`src/rtl/asc_pkg.sv`:
```
// How it works
// status register is eight bits, read-only
// host sends read command, address 0,0
// status shifts out bit seven first
// status resets zero; bits 6,5,4,2 zero
// fresh flag sets when result stored
// fresh flag clears on data read, pre-update
// clamp flag sets with fresh on clamp
// clamp flag clears on conversion start
// status bit one mirrors standby
// status bit zero shows synthesiser lock
// host discards results while unlocked
// config register 24 bits, resets 000007
// config shifts most significant bit first
// config write acts at once, no restart
// host waits three outputs after source change
// bit 23 closes second ground switch
// bit 22 closes first ground switch
// standby forces both ground switches open
// source three field routes to pins
// command byte: enable, read, address bits
// after access, wait for next command
// 32 ones on data input resets
// reserved routing code means source off
package asc_pkg;

   // ==========================================================
   // register addresses carried in the command byte
   // ==========================================================
   localparam logic [1:0] ADDR_STATUS = 2'h0;
   localparam logic [1:0] ADDR_CONFIG = 2'h1;
   localparam logic [1:0] ADDR_FILTER = 2'h2;
   localparam logic [1:0] ADDR_DATA = 2'h3;

   // ==========================================================
   // command byte fields
   // ==========================================================
   localparam int CMD_RD_BIT = 6; // read when one
   localparam int CMD_LOW_POWER_STATE_FLAG_BIT = 5; // standby request
   localparam logic [4:0] CMD_LAST = 5'h07; // index of the final bit

   // ==========================================================
   // status register layout
   // ==========================================================
   localparam int SR_FRESH = 7;
   localparam int SR_CLAMP = 3;
   localparam int SR_LOW_POWER_STATE_FLAG = 1;
   localparam int SR_LOCK = 0;
   localparam logic [7:0] SR_RESET = 8'h00;
   localparam logic [7:0] SR_UNUSED = 8'h74; // bits 6,5,4,2

   // ==========================================================
   // configuration register layout
   // ==========================================================
   localparam int CFG_W = 24;
   localparam logic [23:0] CFG_RESET = 24'h000007;
   localparam int CFG_SW2 = 23;
   localparam int CFG_SW1 = 22;
   localparam int CFG_SRC3_HI = 21;
   localparam int CFG_SRC3_LO = 20;

   // source routing codes; the remaining code is reserved
   localparam logic [1:0] ROUTE_PIN_ONE = 2'h1;
   localparam logic [1:0] ROUTE_PIN_TWO = 2'h2;

   // ==========================================================
   // transfer lengths in serial bits
   // ==========================================================
   localparam logic [4:0] LEN_STATUS = 5'h08;
   localparam logic [4:0] LEN_CONFIG = 5'h18;
   localparam logic [4:0] LEN_FILTER = 5'h08;
   localparam int DATA_W = 16;
   localparam logic [4:0] LEN_LAST = 5'h01;

   // ones on the data input that force a reset
   localparam logic [5:0] RESYNC_ONES = 6'h20;

   // ==========================================================
   // serial engine phases
   // ==========================================================
   typedef enum logic [1:0] {
      PH_CMD = 2'b00,
      PH_WRITE = 2'b01,
      PH_READ = 2'b10
   } asc_phase_t;

endpackage : asc_pkg

```
`src/rtl/asc_link_if.sv`:
```
// synchronised view of the serial pins, one cycle pulses for edges
interface asc_link_if;
   logic sclk_rise; // serial clock rose
   logic sclk_fall; // serial clock fell
   logic din_bit; // data input, aligned with the edge pulses
   logic cs_active; // chip select asserted
   logic lock_ok; // synthesiser lock, synchronised

   modport src (
      output sclk_rise, sclk_fall, din_bit, cs_active, lock_ok
   );
   modport sink (
      input sclk_rise, sclk_fall, din_bit, cs_active, lock_ok
   );
endinterface : asc_link_if

```
`src/rtl/asc_link_sync.sv`:
```
// two-flop synchronisers for the pins and serial clock edge finder
module asc_link_sync (
   input wire logic sys_clk_in,
   input wire logic resetn_in,
   input wire logic sclk_in,
   input wire logic din_in,
   input wire logic cs_n_in,
   input wire logic pll_lock_in,
   asc_link_if.src link
);
   import asc_pkg::*;

   // ==========================================================
   // state
   // ==========================================================
   typedef struct packed {
      logic sclk_s1; // first stages feed only second stages
      logic sclk_s2;
      logic sclk_prev; // delayed copy for edge finding
      logic din_s1;
      logic din_s2;
      logic din_q; // aligned with the edge pulses
      logic csn_s1;
      logic csn_s2;
      logic cs_q;
      logic lock_s1;
      logic lock_s2;
      logic rise;
      logic fall;
   } asc_sync_t;

   // serial clock idles high, so reset it high to avoid a false edge
   localparam asc_sync_t SYNC_RESET = '{
      sclk_s1: 1'b1, sclk_s2: 1'b1, sclk_prev: 1'b1,
      csn_s1: 1'b1, csn_s2: 1'b1, default: 1'b0};

   asc_sync_t st_ff;
   asc_sync_t nxt_st;

   // ==========================================================
   // next state
   // ==========================================================
   always_comb begin
      nxt_st = st_ff;
      nxt_st.sclk_s1 = sclk_in;
      nxt_st.sclk_s2 = st_ff.sclk_s1;
      nxt_st.sclk_prev = st_ff.sclk_s2;
      nxt_st.din_s1 = din_in;
      nxt_st.din_s2 = st_ff.din_s1;
      nxt_st.din_q = st_ff.din_s2;
      nxt_st.csn_s1 = cs_n_in;
      nxt_st.csn_s2 = st_ff.csn_s1;
      nxt_st.cs_q = ~st_ff.csn_s2;
      nxt_st.lock_s1 = pll_lock_in;
      nxt_st.lock_s2 = st_ff.lock_s1;
      // edges come from settled stages only
      nxt_st.rise = st_ff.sclk_s2 & ~st_ff.sclk_prev;
      nxt_st.fall = ~st_ff.sclk_s2 & st_ff.sclk_prev;
   end

   // state register
   always_ff @(posedge sys_clk_in or negedge resetn_in) begin
      if (!resetn_in) begin
         st_ff <= SYNC_RESET;
      end else begin
         st_ff <= nxt_st;
      end
   end

   assign link.sclk_rise = st_ff.rise;
   assign link.sclk_fall = st_ff.fall;
   assign link.din_bit = st_ff.din_q;
   assign link.cs_active = st_ff.cs_q;
   assign link.lock_ok = st_ff.lock_s2;

endmodule : asc_link_sync

```
`src/rtl/asc_regs_top.sv`:
```
// status and configuration registers behind the three-wire port
module asc_regs_top #(
   parameter int DATA_BITS = asc_pkg::DATA_W // conversion word width
) (
   input wire logic sys_clk_in,
   input wire logic resetn_in,
   input wire logic sclk_in, // serial clock pin
   input wire logic din_in, // serial data pin
   input wire logic cs_n_in, // chip select pin
   input wire logic pll_lock_in, // synthesiser lock, async
   input wire logic conv_result_load_in, // result stored, pulse
   input wire logic conv_result_clamped_in, // stored result clamped
   input wire logic result_update_soon_in, // next result is near
   input wire logic conv_start_in, // mode bits start conversion
   input wire logic [DATA_BITS-1:0] data_word_in, // conversion word
   output logic dout_out,
   output logic dout_oe_out,
   output logic standby_out,
   output logic switch_one_close_out,
   output logic switch_two_close_out,
   output logic src3_pin_one_out,
   output logic src3_pin_two_out,
   output logic [asc_pkg::CFG_W-1:0] front_end_setup_out
);
   import asc_pkg::*;

   // ==========================================================
   // elaboration checks
   // ==========================================================
   if (DATA_BITS < 1 || DATA_BITS > CFG_W) begin : g_bad_width
      $error("data width must be 1 to 24 bits");
   end

   // ==========================================================
   // state
   // ==========================================================
   typedef struct packed {
      asc_phase_t phase; // serial engine phase
      logic [4:0] bit_cnt; // bits taken or still to move
      logic [CFG_W-1:0] shreg; // shared shift register
      logic [1:0] addr; // register picked by the command
      logic [5:0] ones_cnt; // run of ones on the data input
      logic [CFG_W-1:0] setup; // configuration register
      logic fresh; // result-fresh flag
      logic clamp; // clamp fault flag
      logic low_power_state_flag; // low_power_state_flag
      logic dout;
      logic dout_oe;
      logic sw1;
      logic sw2;
      logic src_p1;
      logic src_p2;
   } asc_state_t;

   localparam asc_state_t ST_RESET = '{
      phase: PH_CMD, setup: CFG_RESET, default: '0};

   asc_link_if link ();

   asc_state_t st_ff;
   asc_state_t nxt_st;
   logic [7:0] status_word; // adc_state_flags as seen by a read
   logic [CFG_W-1:0] din_shift; // shift register with new bit in
   logic [7:0] cmd_byte; // command byte on its last bit
   logic data_read_done; // last bit of a data read went out
   logic resync; // long run of ones seen

   // ==========================================================
   // pin synchroniser
   // ==========================================================
   asc_link_sync u_sync (
      .sys_clk_in(sys_clk_in),
      .resetn_in(resetn_in),
      .sclk_in(sclk_in),
      .din_in(din_in),
      .cs_n_in(cs_n_in),
      .pll_lock_in(pll_lock_in),
      .link(link.src)
   );

   // ==========================================================
   // status word assembly
   // ==========================================================
   always_comb begin
      status_word = SR_RESET;
      // status assembled, never stored
      // unused bits stay zero
      status_word[SR_FRESH] = st_ff.fresh;
      status_word[SR_CLAMP] = st_ff.clamp;
      // standby indication
      status_word[SR_LOW_POWER_STATE_FLAG] = st_ff.low_power_state_flag;
      // lock indication
      status_word[SR_LOCK] = link.lock_ok;
   end

   // ==========================================================
   // serial engine, flags and outputs
   // ==========================================================
   always_comb begin
      nxt_st = st_ff;
      data_read_done = 1'b0;
      resync = 1'b0;
      din_shift = {st_ff.shreg[CFG_W-2:0], link.din_bit};
      cmd_byte = din_shift[7:0];
      nxt_st.dout_oe = link.cs_active;

      if (!link.cs_active) begin
         // deselect abandons any half-done access
         nxt_st.phase = PH_CMD;
         nxt_st.bit_cnt = '0;
      end else if (link.sclk_rise) begin
         // count ones on every sampled bit
         if (link.din_bit) begin
            nxt_st.ones_cnt = st_ff.ones_cnt + 6'h01;
         end else begin
            nxt_st.ones_cnt = '0;
         end
         case (st_ff.phase)
            PH_CMD: begin
               // a one in the enable slot is not taken
               if (st_ff.bit_cnt != '0 || !link.din_bit) begin
                  nxt_st.shreg = din_shift;
                  nxt_st.bit_cnt = st_ff.bit_cnt + 5'h01;
                  if (st_ff.bit_cnt == CMD_LAST) begin
                     // decode read flag and address
                     nxt_st.addr = cmd_byte[1:0];
                     nxt_st.low_power_state_flag = cmd_byte[CMD_LOW_POWER_STATE_FLAG_BIT];
                     nxt_st.phase = cmd_byte[CMD_RD_BIT] ?
                        PH_READ : PH_WRITE;
                     // length of the access that follows
                     if (cmd_byte[1:0] == ADDR_STATUS) begin
                        nxt_st.bit_cnt = LEN_STATUS;
                     end else if (cmd_byte[1:0] == ADDR_CONFIG) begin
                        nxt_st.bit_cnt = LEN_CONFIG;
                     end else if (cmd_byte[1:0] == ADDR_FILTER) begin
                        nxt_st.bit_cnt = LEN_FILTER;
                     end else begin
                        nxt_st.bit_cnt = 5'(DATA_BITS);
                     end
                     // R13: load left aligned so msb leaves first
                     if (cmd_byte[1:0] == ADDR_STATUS) begin
                        nxt_st.shreg = {status_word, 16'h0000};
                     end else if (cmd_byte[1:0] == ADDR_CONFIG) begin
                        nxt_st.shreg = st_ff.setup;
                     end else if (cmd_byte[1:0] == ADDR_FILTER) begin
                        nxt_st.shreg = '0;
                     end else begin
                        nxt_st.shreg = CFG_W'(data_word_in) <<
                           (CFG_W - DATA_BITS);
                     end
                     // writing the command slot is only a command
                     if (!cmd_byte[CMD_RD_BIT] &&
                         cmd_byte[1:0] == ADDR_STATUS) begin
                        nxt_st.phase = PH_CMD;
                        nxt_st.bit_cnt = '0;
                     end
                  end
               end
            end
            PH_WRITE: begin
               nxt_st.shreg = din_shift;
               nxt_st.bit_cnt = st_ff.bit_cnt - 5'h01;
               if (st_ff.bit_cnt == LEN_LAST) begin
                  // config takes effect at once; R1: status writes
                  // end at the command byte; filter and data writes are dropped here
                  if (st_ff.addr == ADDR_CONFIG) begin
                     nxt_st.setup = din_shift;
                  end
                  // back to waiting for a command
                  nxt_st.phase = PH_CMD;
                  nxt_st.bit_cnt = '0;
               end
            end
            PH_READ: begin
               nxt_st.bit_cnt = st_ff.bit_cnt - 5'h01;
               if (st_ff.bit_cnt == LEN_LAST) begin
                  data_read_done = (st_ff.addr == ADDR_DATA);
                  // back to waiting for a command
                  nxt_st.phase = PH_CMD;
                  nxt_st.bit_cnt = '0;
               end
            end
            default: begin
               nxt_st.phase = PH_CMD;
               nxt_st.bit_cnt = '0;
            end
         endcase
      end else if (link.sclk_fall && st_ff.phase == PH_READ) begin
         // R13: next bit driven on the falling edge
         nxt_st.dout = st_ff.shreg[CFG_W-1];
         nxt_st.shreg = {st_ff.shreg[CFG_W-2:0], 1'b0};
      end

      // clear on data read or ahead of an update
      if (data_read_done || result_update_soon_in) begin
         nxt_st.fresh = 1'b0;
      end
      // conversion start clears the clamp flag
      if (conv_start_in) begin
         nxt_st.clamp = 1'b0;
      end
      // a new result wins over a clear
      if (conv_result_load_in) begin
         nxt_st.fresh = 1'b1;
         // clamp rises together with fresh
         if (conv_result_clamped_in) begin
            nxt_st.clamp = 1'b1;
         end
      end

      // a long run of ones resets the part
      if (nxt_st.ones_cnt == RESYNC_ONES) begin
         resync = 1'b1;
         nxt_st = ST_RESET;
         nxt_st.dout_oe = link.cs_active;
      end

      // R17: switches follow their bits, R18: open in standby
      nxt_st.sw2 = nxt_st.setup[CFG_SW2] & ~nxt_st.low_power_state_flag;
      nxt_st.sw1 = nxt_st.setup[CFG_SW1] & ~nxt_st.low_power_state_flag;
      // R23: routing decode, reserved code routes nowhere
      nxt_st.src_p1 = nxt_st.setup[CFG_SRC3_HI:CFG_SRC3_LO] ==
         ROUTE_PIN_ONE;
      nxt_st.src_p2 = nxt_st.setup[CFG_SRC3_HI:CFG_SRC3_LO] ==
         ROUTE_PIN_TWO;
   end

   // state register; R4: R12: reset values
   always_ff @(posedge sys_clk_in or negedge resetn_in) begin
      if (!resetn_in) begin
         st_ff <= ST_RESET;
      end else begin
         st_ff <= nxt_st;
      end
   end

   // ==========================================================
   // outputs, all straight from flip-flops
   // ==========================================================
   assign dout_out = st_ff.dout;
   assign dout_oe_out = st_ff.dout_oe;
   assign standby_out = st_ff.low_power_state_flag;
   assign switch_one_close_out = st_ff.sw1;
   assign switch_two_close_out = st_ff.sw2;
   assign src3_pin_one_out = st_ff.src_p1;
   assign src3_pin_two_out = st_ff.src_p2;
   assign front_end_setup_out = st_ff.setup;
endmodule : asc_regs_top

```
`config.mk`:
```
export PLATFORM = sky130hd
export DESIGN_NAME = asc_regs_top
export DESIGN_NICKNAME = d
export VERILOG_FILES = /design/src/rtl/asc_pkg.sv /design/src/rtl/asc_link_if.sv /design/src/rtl/asc_link_sync.sv /design/src/rtl/asc_regs_top.sv
export SDC_FILE = /design/constraint.sdc
export NUM_CORES = 1
export LEC_CHECK = 0
export ABC_AREA = 1
export BUFFER_PORTS_ARGS = -buffer_cell sky130_fd_sc_hd__buf_2
export CORE_MARGIN = 10
export CORE_UTILIZATION = 43
export CTS_BUF_LIST = sky130_fd_sc_hd__clkbuf_4 sky130_fd_sc_hd__clkbuf_8
export CTS_CLUSTER_DIAMETER = 150
export DETAILED_ROUTE_END_ITERATION = 7
export GPL_TIMING_DRIVEN = 0
export PLACE_DENSITY_LB_ADDON = 0.2
export REMOVE_ABC_BUFFERS = 1
export SKIP_LAST_GASP = 1
export SLEW_MARGIN = 10
export SYNTH_ARGS = -nofsm -noshare
export SYNTH_HDL_FRONTEND = slang
export SYNTH_SLANG_ARGS = --single-unit
```
`constraint.sdc`:
```
create_clock -name sys_clk_in -period 3.1 [get_ports sys_clk_in]
set_input_delay 0.31 -clock sys_clk_in [delete_from_list [all_inputs] [get_ports sys_clk_in]]
set_output_delay 0.31 -clock sys_clk_in [all_outputs]
set_load 0.005 [all_outputs]
```
# Word level (Yosys, flattened, before mapping)
# Cells that the tools add are included.
[classes] addsub=3 eq_ne=18 muxes=40 bitwise_logic=8 reduce_logical=27
[op_table] operator="2-to-1 mux 24 bit" n=8
[op_table] operator="2-to-1 mux 72 bit" n=1
[op_table] operator="2-to-1 mux 33 bit" n=2
[op_table] operator="2-to-1 mux 56 bit" n=1
[op_table] operator="one-hot mux 24 bit (2 select lines)" n=1
[op_table] operator="2-to-1 mux 32 bit" n=1
[op_table] operator="2-to-1 mux 7 bit" n=4
[op_table] operator="inequality test 4 bit (second input constant)" n=5
[op_table] operator="nonzero test 2 bit" n=9
[op_table] operator="2-to-1 mux 5 bit" n=3
[op_table] operator="one-hot mux 7 bit (2 select lines)" n=1
[op_table] operator="2-to-1 mux 1 bit" n=13
[op_table] operator="AND reduction 5 bit" n=2
[op_table] operator="equality test 2 x 1 -> 1 bit (second input constant)" n=4
[op_table] operator="equality test 2 bit (second input constant)" n=4
[op_table] operator="2-to-1 mux 2 bit" n=4
[op_table] operator="AND reduction 4 bit" n=2
[op_table] operator="adder 6 x 1 -> 6 bit (second input constant)" n=1
[op_table] operator="equality test 6 bit (second input constant)" n=1
[op_table] operator="2-to-1 mux 6 bit" n=1
[op_table] operator="nonzero test 3 bit" n=2
[op_table] operator="adder 5 x 1 -> 5 bit (second input constant)" n=1
[op_table] operator="equality test 5 x 1 -> 1 bit (second input constant)" n=1
[op_table] operator="equality test 5 x 3 -> 1 bit (second input constant)" n=1
[op_table] operator="13 further kinds" n=23
[word_totals] regBits=85 inputBits=26

# Logic depth before layout (Yosys ltp)
[depth] depth_word=14 ltp_mapped=13 depth_no_buf=11

# Modules after synthesis
# Synthesis repeated with hierarchy kept, for this count alone.
[hier_totals] hier_cells=660 hier_area_um2=4824.6
[by_module_without_submodules] module="asc_regs_top" n_inst=1 cells_per_inst=642 area_per_inst_um2=4474.3 seq_area_each_um2=1805.5
[by_module_without_submodules] module="asc_link_sync" n_inst=1 cells_per_inst=18 area_per_inst_um2=350.3 seq_area_each_um2=331.6

# Worst setup path after synthesis
# No wires, ideal clock.
[synth_path] path_type="flip-flop to flip-flop" startpoint="register st_ff[71] (netlist bit)" endpoint="register st_ff (netlist bit src3_pin_one_out)" t_arrival_ns=1.674 required_time_ns=3.014 slack_ns=1.340 stages_incl_launch_ff=10 path_buffers=1 period_less_slack_ns=1.760 cell_sequence="dfrtp_1 > inv_1 > ha_1 > inv_1 > nor3_4 > nand3_2 > buf_2 > o21ai_0 > nor2_1 > nor3_1"
[synth_lines] element="start, declared" line="asc_regs_top.sv:60" text="asc_state_t st_ff;"
[synth_lines] element="start signal, assigned" line="asc_regs_top.sv:233" text="st_ff <= nxt_st;"

==> metrics.txt <==
max cap viols=0; CTS clk-pin slew, worst paths=90 ps; dominant cell type by area after synthesis=dfrtp_1; DPL Wire Length=7550 microns; final WL=11,700 microns; GR Util met3=3.92%; Max H-tree Level=3; FF+latch count, synth=85; post-layout min period=2760 ps; worst endpoint required time=3380 ps; element type at the critical path start=flop; DR DRC count=0; Final Hold Fails=0; Routed WL per cell=16.1 microns; Synth cell types=37; die extent in x=123 microns; Post-Route Utilization=48.1%; 1st-iter DRT viols=283; vias in the first global route=3,850; PD cells=515 mW/mm^2; Slew Limit Headroom=41.3%; first-pass GRT wire length=19,400 microns; period utilization=89.2%; met2 Resource Use GR=26.0%; Filler cells=1,027; Nets=620; met1 Resource Use GR=20.6%; commonest non-fill, non-tap cell in the layout=nand2_1; largest net degree at the start of global routing=62; CTS Buf Count=9; most frequent cells in the layout=99 x nand2_1, 76 x dfrtp_1, 64 x inv_1; RSZ-0062 raised after global routing=no; Root Buffer=clkbuf_8; FMAX=362 MHz; sequential share of the synthesized area=46.6%; CTS tree=yes; critical path type=flop to flop; Critical Path AT=3040 ps; share of cells above drive strength 1=19.3%; Final ANT Viol Nets=0; crit path max fanout=30; Worst VDD drop=0.000289 V; n_diodes=0; initial antenna violation count=0; top post-synthesis cells by area=dfrtp_1 42%, nand2_1 8.2%, buf_4 5.2%; setup TNS=0 ps; Reg area=0.00214 sq mm; Global Route Usage Sum=15.8%; Die Area=0.0152 sq mm; # IOs=57; multi-input logic area=0.00187 sq mm; final RePlAce weighted congestion=0.799; worst skew pair latency=350 ps; GRT busiest layer=met2; GRT overflow=0; Area Overhead vs Synth=8.79%; CTS sink cnt=85; port buffer count=56; clock skew=14.1 ps; Mapped Cells=562; Via Count=3,806; Initial Util=44.2%; Slew @ Worst Pin=877 ps; total power=2.57 mW; Synth top area share=42.0%; Slew Limit Fails=0; crit end category=flop; worst hold path type=input pin to flop; leakage power=2.43 nW; status=completed; Max clock buf depth=2; Final setup viols=0; routed vias/inst=5.24; First-pass DRT Iterations=4; Post-Syn Area=0.00459 sq mm; top_reg_cell synth=dfrtp_1; Synth async-reset ratio=100%; Core Region=0.0104 sq mm; row count=37; number of synthesized flops with an enable pin=0; Die Ht=123 microns; syn avg cell area=8.16 sq um; synthesis warning total=0
[layer usage]
metal	share of wire (%)	vias up
met2	47	97
met1	45	1832
met3	6.8	9
met4	1.2	0
met5	0	-
li1	-	1868
[metrics by stage]
stage | hold slack, ps | cell area (sq um) | cells | setup WS (ps)
after CTS | 36.7 | 4950 | 723 | 50.5
after global placement | 333 | 4690 | 704 | -268
after global routing | 33.0 | 4990 | 727 | 110
after detailed placement | 241 | 4720 | 705 | 10.5
final | 52.5 | 4990 | 727 | 336
after floorplan | 14.4 | 4240 | 512 | 880
[kinds of logic after synthesis]
family / after synthesis / share of synthesized area [%]
buffers and inverters: 118 / 13.1
AO/OA/AOI/OAI: 109 / 12.4
multiplexers: 1 / 0.218
XOR/XNOR: 3 / 0.573
AND/OR/NAND/NOR: 238 / 24.9
flip-flops: 85 / 46.6
adder cells (fa/ha/maj): 8 / 2.18
[state kept, by name, indices dropped and copies added (netlist names), 2 cells and up]
register	cells
u_sync.nxt_st	6
st_ff	18
cmd_byte	7
front_end_setup_out	24
u_sync.st_ff	2
din_shift	16
[repair_timing]
action	in CTS	in global routing
hold endpoints to repair	19	0
hold buffers	1	0
gates cloned	1	0
gates resized for setup	0	3
pin swaps	1	1
setup buffers	0	4
endpoints found under the setup margin	1	29
[cell usage after synthesis (all sizes together), types with 9 or more instances]
library cell    n
nand3          50
nand2         105
inv            66
buf            41
nor3           10
o21ai          60
dfrtp          77
nand4          21
clkbuf          9
a21oi          38
nor2           51
[power by group]
group          internal [mW]  total [mW]  switching (mW)
Sequential              1.21        1.30          0.0885
Clock                  0.400       0.819           0.419
Combinational          0.158       0.453           0.295
[worst paths after layout]
path / start / endpoint / slack [ps] / cells after the start
setup / recovery: st_ff[71] / src3_pin_one_out / 340 / 8
hold / removal: sclk_in / u_sync.nxt_st[11] / 50 / 1
setup reg to reg: st_ff[71] / src3_pin_one_out / 340 / 8
hold reg to reg: u_sync.nxt_st[2] / u_sync.link.lock_ok / 340 / 0
max in group asynchronous: resetn_in / front_end_setup_out[0] / 2060 / 3
min in group asynchronous: resetn_in / din_shift[12] / 390 / 2
[worst max-delay path, cell delays in order, from the launching register on]
cell     delay (ps)
dfrtp_1         430
inv_1           110
ha_1            190
inv_1            90
nor3_4          720
nand3_4         500
o21ai_0         380
nor2_1          110
nor3_1          140
[cell type report]
cell class	count	share of cell area, %
flip-flops and latches	85	42.9
clock inverters	6	1.38
well taps	136	3.41
clock buffers	10	2.76
inverters	68	5.14
repair buffers	62	7.02
multi-input cells	360	37.4
No activity file was read; power rests on OpenSTA's default activity.
